[src/pkg/ssc_pkg.sv]
// Purpose: Constants for the host-side sleep and write sequencer of an async SRAM
// Assumes: 40 MHz clock, 25 ns period
// Notes: Times are kept in their own unit, cycle counts derived from the clock period
package ssc_pkg;
	localparam int CLK_PERIOD_PS = 25000; // Clock period in picoseconds
	localparam int DESELECT_TO_SLEEP_GAP_NS = 100; // Least deselect before sleep request
	localparam int SLEEP_ENTRY_TIME_MS = 1; // Longest entry into deep sleep
	localparam int WAKE_TO_SELECT_GAP_MS = 1; // Least wait after wake before select
	localparam int SUPPLY_SETTLE_TIME_US = 100; // Least wait from stable supply to access
	localparam int STROBE_TO_FLOAT_TIME_PS = 8000; // Slow grade, covers fast grade too
	localparam int INPUT_SETUP_TIME_PS = 8000; // Slow grade, covers fast grade too
	// Least times round up to whole cycles
	localparam int DESEL_CYC = (DESELECT_TO_SLEEP_GAP_NS * 1000 + CLK_PERIOD_PS - 1) / CLK_PERIOD_PS;
	localparam int ENTRY_CYC = (SLEEP_ENTRY_TIME_MS * 1000000000 + CLK_PERIOD_PS - 1)
		/ CLK_PERIOD_PS;
	localparam int WAKE_CYC = (WAKE_TO_SELECT_GAP_MS * 1000000000 + CLK_PERIOD_PS - 1)
		/ CLK_PERIOD_PS;
	localparam int POWER_CYC = (SUPPLY_SETTLE_TIME_US * 1000000 + CLK_PERIOD_PS - 1)
		/ CLK_PERIOD_PS;
	localparam int WPULSE_RAW = (STROBE_TO_FLOAT_TIME_PS + INPUT_SETUP_TIME_PS + CLK_PERIOD_PS - 1)
		/ CLK_PERIOD_PS;
	localparam int WPULSE_CYC = (WPULSE_RAW < 1) ? 1 : WPULSE_RAW;
	localparam int CNT_W = 20; // Width of the wait counter
	localparam int ADDR_W = 20; // Address width
	localparam int DATA_W = 16; // Data width
endpackage

[src/verilog/ssc_wait_timer.sv]
`timescale 1ns/1ps
// Purpose: Loadable down-counter used for every wait of the sequencer
// Assumes: One clock, asynchronous active-high reset
// Notes: done is high while the count is zero
module ssc_wait_timer #(
	parameter int W = 20
) (
	input wire logic clk, // Clock
	input wire logic rst, // Asynchronous reset
	input wire logic load, // Load pulse
	input wire logic [W-1:0] value, // Cycles to wait
	output logic done // Count has run out
);
	logic [W-1:0] cnt_q; // Remaining cycles
	logic [W-1:0] cnt_d; // Next count
	// Load wins over counting down
	assign cnt_d = load ? value : ((cnt_q != '0) ? cnt_q - 1'b1 : cnt_q);
	assign done = (cnt_q == '0);
	// Counter register
	always_ff @(posedge clk or posedge rst)
	begin
		if (rst)
			cnt_q <= '0;
		else
			cnt_q <= cnt_d;
	end
endmodule

[src/verilog/ssc_host.sv]
`timescale 1ns/1ps
// Purpose: Host controller that drives an async SRAM with deep sleep through its pins
// Assumes: Pins synchronous to clk; one access at a time
// Notes: Reads take one settle cycle plus the write-pulse count; long waits are parameters

// Contract
// Deselect at least 100 ns before sleep
// Memory sleeps within 1 ms of request
// Wait 1 ms after wake before select
// Hold all lines static during entry
// Sleep request high during every access
// Wait 100 us after power before access
// Select active only select_one low, two high
// Write needs strobe, select, lane low
// First rising edge ends the write
// Write pulse at least float plus setup
// Sleeping memory floats all data lines
// Never request sleep while selected
// Correction flag valid only during reads
// Data floats when deselected or gated
// Sequence sleep with counted waits
// No access until wake gap expires
module ssc_host #(
	parameter int POWER_WAIT = ssc_pkg::POWER_CYC, // Power-up wait cycles
	parameter int ENTRY_WAIT = ssc_pkg::ENTRY_CYC, // Sleep entry wait cycles
	parameter int WAKE_WAIT = ssc_pkg::WAKE_CYC // Wake-to-select wait cycles
) (
	input wire logic clk, // Clock, 40 MHz
	input wire logic rst, // Asynchronous reset
	input wire logic req_valid, // Access request
	input wire logic req_write, // 1 write, 0 read
	input wire logic [ssc_pkg::ADDR_W-1:0] req_addr, // Word address
	input wire logic [ssc_pkg::DATA_W-1:0] req_wdata, // Write data
	input wire logic [1:0] req_lanes, // Lane enables, bit1 upper
	input wire logic sleep_cmd, // Level: 1 asks for deep sleep
	output logic req_ready, // Idle and awake, request taken unless sleep_cmd is high
	output logic done, // Access finished pulse
	output logic [ssc_pkg::DATA_W-1:0] rdata, // Read data
	output logic rd_corrected, // Read had a corrected error
	output logic asleep, // Memory is in deep sleep
	output logic sleep_request_n, // Sleep pin
	output logic select_one_n, // Select one pin
	output logic select_two, // Select two pin
	output logic write_strobe_n, // Write strobe pin
	output logic output_gate_n, // Output gate pin
	output logic upper_byte_lane_n, // Upper lane pin
	output logic low_byte_lane_n, // Lower lane pin
	output logic [ssc_pkg::ADDR_W-1:0] addr, // Address pins
	input wire logic [ssc_pkg::DATA_W-1:0] dq_i, // Data pins in
	output logic [ssc_pkg::DATA_W-1:0] dq_o, // Data pins out
	output logic dq_oe, // Host drives data
	input wire logic ecc_fix_flag // Correction flag from memory
);
	typedef enum logic [7:0] {
		S_POWER = 8'h01, // Supply settle wait
		S_IDLE = 8'h02, // Awake, deselected
		S_ACC = 8'h04, // Strobe or gate low
		S_END = 8'h08, // Terminating edge
		S_DESEL = 8'h10, // Deselect gap before sleep
		S_ENTRY = 8'h20, // Sleep entry, lines static
		S_SLEEP = 8'h40, // In deep sleep
		S_WAKE = 8'h80 // Wake-to-select gap
	} ssc_state_t;

	ssc_state_t st_q, st_d; // Sequencer state
	logic tload; // Timer load pulse
	logic [ssc_pkg::CNT_W-1:0] tval; // Timer load value
	logic tdone; // Timer ran out
	logic wr_q; // Current access is a write
	logic take; // Request accepted this cycle
	logic sel_q; // Host-side select level
	logic pwr_armed_q; // Power wait has been loaded
	logic tload_all; // Combined load, power arm or state load
	logic [ssc_pkg::CNT_W-1:0] tval_all; // Combined value

	// One timer serves every wait; each waiting state loads it on entry
	// The power wait reaches it only through the combined load
	ssc_wait_timer #(.W(ssc_pkg::CNT_W)) u_timer (
		.clk(clk),
		.rst(rst),
		.load(tload_all),
		.value(tval_all),
		.done(tdone)
	);

	assign take = (st_q == S_IDLE) && req_valid && !sleep_cmd;

	// Next state and timer loads
	always_comb
	begin
		st_d = st_q;
		tload = 1'b0;
		tval = '0;
		unique case (st_q)
			S_POWER:
				if (tdone)
					st_d = S_IDLE;
			S_IDLE:
				if (sleep_cmd)
				begin
					// Select is already high here; count the gap from now
					st_d = S_DESEL;
					tload = 1'b1;
					tval = ssc_pkg::CNT_W'(ssc_pkg::DESEL_CYC);
				end
				else if (take)
				begin
					st_d = S_ACC;
					tload = 1'b1;
					tval = ssc_pkg::CNT_W'(ssc_pkg::WPULSE_CYC);
				end
			S_ACC:
				if (tdone)
					st_d = S_END;
			S_END:
				st_d = S_IDLE;
			S_DESEL:
				if (tdone)
				begin
					st_d = S_ENTRY;
					tload = 1'b1;
					tval = ssc_pkg::CNT_W'(ENTRY_WAIT);
				end
			S_ENTRY:
				if (tdone)
					st_d = S_SLEEP;
			S_SLEEP:
				if (!sleep_cmd)
				begin
					st_d = S_WAKE;
					tload = 1'b1;
					tval = ssc_pkg::CNT_W'(WAKE_WAIT);
				end
			S_WAKE:
				if (tdone)
					st_d = S_IDLE;
			default:
				st_d = S_IDLE;
		endcase
		// Power wait is loaded by reset release below through !pwr_armed_q
		if (st_q == S_POWER && tdone && st_d == S_POWER)
			tload = 1'b0;
	end

	// Power-up timer arms on the first cycle after reset
	assign tload_all = tload || !pwr_armed_q;
	assign tval_all = pwr_armed_q ? tval : ssc_pkg::CNT_W'(POWER_WAIT);

	// State register
	always_ff @(posedge clk or posedge rst)
	begin
		if (rst)
			st_q <= S_POWER;
		else if (!pwr_armed_q)
			st_q <= S_POWER; // Hold until the timer is armed
		else
			st_q <= st_d;
	end

	// Arm flag
	always_ff @(posedge clk or posedge rst)
	begin
		if (rst)
			pwr_armed_q <= 1'b0;
		else
			pwr_armed_q <= 1'b1;
	end

	// Pin drive: select is low-active one, two stays high when selected
	always_ff @(posedge clk or posedge rst)
	begin
		if (rst)
		begin
			sleep_request_n <= 1'b1;
			sel_q <= 1'b0;
			select_one_n <= 1'b1;
			select_two <= 1'b0;
			write_strobe_n <= 1'b1;
			output_gate_n <= 1'b1;
			upper_byte_lane_n <= 1'b1;
			low_byte_lane_n <= 1'b1;
			addr <= '0;
			dq_o <= '0;
			dq_oe <= 1'b0;
			wr_q <= 1'b0;
		end
		else if (take)
		begin
			// Sleep pin stays high for the whole access
			sleep_request_n <= 1'b1;
			sel_q <= 1'b1;
			select_one_n <= 1'b0;
			select_two <= 1'b1;
			write_strobe_n <= !req_write;
			output_gate_n <= req_write;
			upper_byte_lane_n <= !req_lanes[1];
			low_byte_lane_n <= !req_lanes[0];
			addr <= req_addr;
			dq_o <= req_wdata;
			dq_oe <= req_write;
			wr_q <= req_write;
		end
		else if (st_q == S_ACC && tdone)
		begin
			// Strobe rises first; select, lanes and data still held
			write_strobe_n <= 1'b1;
			output_gate_n <= 1'b1;
		end
		else if (st_q == S_END)
		begin
			sel_q <= 1'b0;
			select_one_n <= 1'b1;
			select_two <= 1'b0;
			upper_byte_lane_n <= 1'b1;
			low_byte_lane_n <= 1'b1;
			dq_oe <= 1'b0; // Data hold of zero met one cycle after strobe
		end
		else if (st_d == S_ENTRY && st_q == S_DESEL && !sel_q)
			sleep_request_n <= 1'b0;
		else if (st_q == S_SLEEP && !sleep_cmd)
			sleep_request_n <= 1'b1;
	end

	// Read capture at the end of the gate pulse; flag only sampled on reads
	always_ff @(posedge clk or posedge rst)
	begin
		if (rst)
		begin
			rdata <= '0;
			rd_corrected <= 1'b0;
		end
		else if (st_q == S_ACC && tdone && !wr_q)
		begin
			rdata <= dq_i;
			rd_corrected <= ecc_fix_flag;
		end
	end

	// Handshake and status outputs
	always_ff @(posedge clk or posedge rst)
	begin
		if (rst)
		begin
			req_ready <= 1'b0;
			done <= 1'b0;
			asleep <= 1'b0;
		end
		else
		begin
			// Before the power wait is armed the idle timer looks done; keep ready low
			req_ready <= pwr_armed_q && (st_d == S_IDLE) && !(st_q == S_IDLE && take);
			done <= (st_q == S_END);
			asleep <= (st_d == S_SLEEP);
		end
	end
endmodule

[config.mk]
export PLATFORM = sky130hd
export DESIGN_NAME = ssc_host
export DESIGN_NICKNAME = d
export VERILOG_FILES = /design/src/pkg/ssc_pkg.sv /design/src/verilog/ssc_wait_timer.sv /design/src/verilog/ssc_host.sv
export SDC_FILE = /design/constraint.sdc
export NUM_CORES = 1
export LEC_CHECK = 0
export BUFFER_PORTS_ARGS = -buffer_cell sky130_fd_sc_hd__buf_2
export CORE_MARGIN = 10
export CORE_UTILIZATION = 39
export CTS_BUF_LIST = sky130_fd_sc_hd__clkbuf_8
export CTS_CLUSTER_DIAMETER = 200
export DETAILED_ROUTE_END_ITERATION = 8
export SKIP_CTS_REPAIR_TIMING = 1
export SYNTH_ARGS = -nofsm -noshare
export SYNTH_HDL_FRONTEND = slang
export SYNTH_HIERARCHICAL = 1
export SYNTH_SLANG_ARGS = --single-unit
[constraint.sdc]
create_clock -name clk -period 3.5 [get_ports clk]
set_clock_uncertainty 0.05 [all_clocks]
set_input_delay 0.175 -clock clk [delete_from_list [all_inputs] [get_ports clk]]
set_output_delay 0.175 -clock clk [all_outputs]
set_load 0.01 [all_outputs]
==> flow_metrics.py <==
metrics = {
    "timing": {
        "setup_tns_ns": 0,
        "min_period_over_period": 0.817,
        "slew_viol_final": 0,
        "hold_viol_final": 0,
        "period_minus_slack_ns": 2.86,
        "setup_viol": 0,
        "maxSlewHeadroom": 0.397,
        "setup_ws_ns": 0.639,
        "tightestPinTransition_ns": 0.896,
        "clock.fmax_mhz": 350,
        "rsz0062_at_grt": "no",
    },
    "critical_path": {
        "r2r_start": "u_timer/cnt_q[10]",
        "crit_type": "flop to flop",
        "slowest_delay_ns": 0.67,
        "r2r_cells": 5,
        "crit_chain": "or4_1 > nor4_4 > nor4b_2 > nand4_4 > mux2_4",
        "reg2reg_setup_slack_ns": 0.64,
        "endpoint_kind": "flop",
        "slowest_stage": "or4_1",
        "cp_max_fo": 17,
        "rr_endpoint": "rdata[1]",
        "worst_ep_arrival_time_ns": 3.05,
        "crit_required_ns": 3.69,
        "cp-start-kind": "flop",
    },
    "grt": {
        "antenna_found_initial": 0,
        "grt_use_total": 0.134,
        "grt_pass1_wl_um": 17400,
        "grt_pass1_vias": 3458,
        "grt_overflow_total": 0,
        "grt_max_degree": 46,
        "grt_use_met3": 0.0638,
        "use_met2": 0.212,
        "globalRoute.busiestLayer": "met2",
        "met1_usage": 0.158,
    },
    "clock_tree": {
        "clock_latency_ns": 0.36,
        "cts_tree": "yes",
        "cts_root_buf": "clkbuf_8",
        "clk_path_buf_depth": 2,
        "cts_sinks": 94,
        "htree_levels": 3,
        "cts_inserted_buffers": 9,
        "path_clk_slew_ns": 0.09,
    },
    "power_and_ir_drop": {
        "cellPowerDensity_mw_per_mm2": 576,
        "ir_drop_v": 0.000356,
        "finalPower_mw": 3.35,
        "leakagePower_nw": 2.92,
    },
    "placement": {
        "hpwlAfterDp_um": 7870,
        "port_buffers": 123,
        "gp_congestion": 0.794,
        "pre_cts_ws_ns": 0.621,
        "dp_cells": 681,
    },
    "die": {
        "start_util": 0.395,
        "die_h_um": 125,
        "die_w_um": 125,
        "dieArea_mm2": 0.0155,
        "core_area_mm2": 0.0108,
        "io_pins": 124,
        "rows": 38,
    },
    "layout": {
        "final_common_cell": "nand2_1",
        "drive_gt1_frac": 0.295,
        "final_cells": 753,
        "layout.nets": 670,
        "mostFrequentLayoutCells": "nand2_1, buf_2, dfrtp_1",
        "diodes": 0,
        "area_growth_pct": 36.3,
    },
    "synth": {
        "netlist_instances": 423,
        "async_flop_share": 1.00,
        "ys_ff_latch": 94,
        "ys_types": 51,
        "syn_area_mm2": 0.00427,
        "syn_avg_cell_area_um2": 10.1,
        "seq_area_frac_synth": 0.553,
        "synth-edff-count": 0,
        "ys_warn_count": 6,
        "synthFlopType": "dfrtp_1",
    },
    "hold_path": {
        "holdPathStages": 3,
        "hp-start": "req_write",
        "whs_endpoint": "wr_q",
        "hold_class": "input pin to flop",
    },
    "detailed_routing": {
        "ant_nets": 0,
        "wirelength_um": 11100,
        "drt_iter0_drc": 203,
        "firstDrtPassIters": 4,
        "vias": 3577,
        "post_drt_wl_per_cell_um": 14.7,
        "drc": 0,
        "viasPerCell": 4.75,
    },
    "run_status": {
        "status": "complete, no violations",
    },
    "job": {
        "drv_cap": 0,
    },
}
## layout make-up
type / instances / area [um2]
Inverter: 9 / 33.8
Clock inverter: 6 / 92.6
Tap cell: 140 / 175
Multi-Input combinational cell: 308 / 1790
Sequential cell: 94 / 2360
Timing Repair Buffer: 186 / 1230
Fill cell: 934 / 4980
Clock buffer: 10 / 138
## cells by family (layout without fill, tap and decap cells)
logic type               Yosys count  count (layout)  synth area share
AO/OA/AOI/OAI                     47              47            0.0704
AND/OR/NAND/NOR                  212             212             0.238
other                              2              10           0.00176
flip-flops                        94              94             0.553
multiplexers                      18              18            0.0563
adder cells (fa/ha/maj)            2               2           0.00586
buffers and inverters             29             211            0.0349
XOR/XNOR                          19              19            0.0390
## flip-flops by register name, summed over array words and instances, names as in the netlist
signal,count
upper_byte_lane_n,1
dq_o,16
rd_corrected,1
write_strobe_n,1
sel_q,1
req_ready,1
rdata,16
wr_q,1
done,1
select_one_n,1
st_q,8
low_byte_lane_n,1
addr,20
u_timer/cnt_q,20
dq_oe,1
output_gate_n,1
pwr_armed_q,1
sleep_request_n,1
asleep,1
## metrics by stage
stage	util	hold slack [ns]	cell area, um2
4_1_cts	0.487	-0.149	5260
3_5_place_dp	0.466	0.254	5020
6_report	0.539	0.0280	5820
3_3_place_gp	0.466	0.255	5020
2_1_floorplan	-	0.0888	4300
5_1_grt	0.539	0.0316	5820
## power breakdown
part           internal (mW)  switching [mW]  leakage (nW)
combinational          0.419           0.524          1.64
sequential              1.41           0.187          1.17
clock                  0.427           0.385         0.110
## cell usage after synthesis (2+ instances only)
cell type	n	area, um2
nand2_1	144	541
dfrtp_1	87	2180
o21ai_0	22	110
nor2_1	16	60.1
xnor2_1	11	96.3
mux2_4	10	150
inv_1	9	33.8
buf_2	8	40.0
clkbuf_1	8	30.0
mux2_2	8	90.1
xor2_1	8	70.1
dfstp_2	7	184
nand3_1	7	35.0
nor2b_1	7	43.8
nor3_1	7	35.0
nor4_1	6	37.5
o31ai_1	5	37.5
buf_6	4	45.0
and2_1	3	18.8
nor4_4	3	63.8
a211oi_1	2	15.0
and4_1	2	17.5
and4b_1	2	20.0
conb_1	2	7.51
ha_1	2	25.0
nand4_1	2	12.5
o2111ai_1	2	17.5
o211ai_1	2	15.0
o21a_1	2	15.0
o21ai_1	2	10.0
o21bai_1	2	15.0
o31a_1	2	17.5
## routing by layer
metal | up-vias | wire length, um | share of wire
met5 | - | 0 | 0
met1 | 1692 | 4550 | 0.41
met3 | 15 | 978 | 0.088
met2 | 109 | 5380 | 0.49
li1 | 1761 | - | -
met4 | 0 | 170 | 0.015
## how the worst max path moves through the flow
stage | from | to | slack, ns | cells past startpoint
final | u_timer/cnt_q[10] | rdata[1] | 0.64 | 5
after global routing | u_timer/cnt_q[0] | rdata[1] | 0.39 | 8
after CTS | u_timer/cnt_q[10] | rdata[1] | 0.61 | 5
after detailed placement | u_timer/cnt_q[10] | rdata[1] | 0.62 | 5
after global placement | u_timer/cnt_q[10] | rdata[6] | 0.69 | 5
after floorplan | u_timer/cnt_q[10] | u_timer/cnt_q[0] | 0.53 | 9
## worst max-delay path: cells and delay by family (launching register included)
| family | cells | cell delay (ns) |
|---|---|---|
| DFF | 1 | 0.42 |
| and+or+nand+nor | 4 | 1.85 |
| muxes | 1 | 0.43 |
Note: power is estimated with default switching activity, not from simulation.
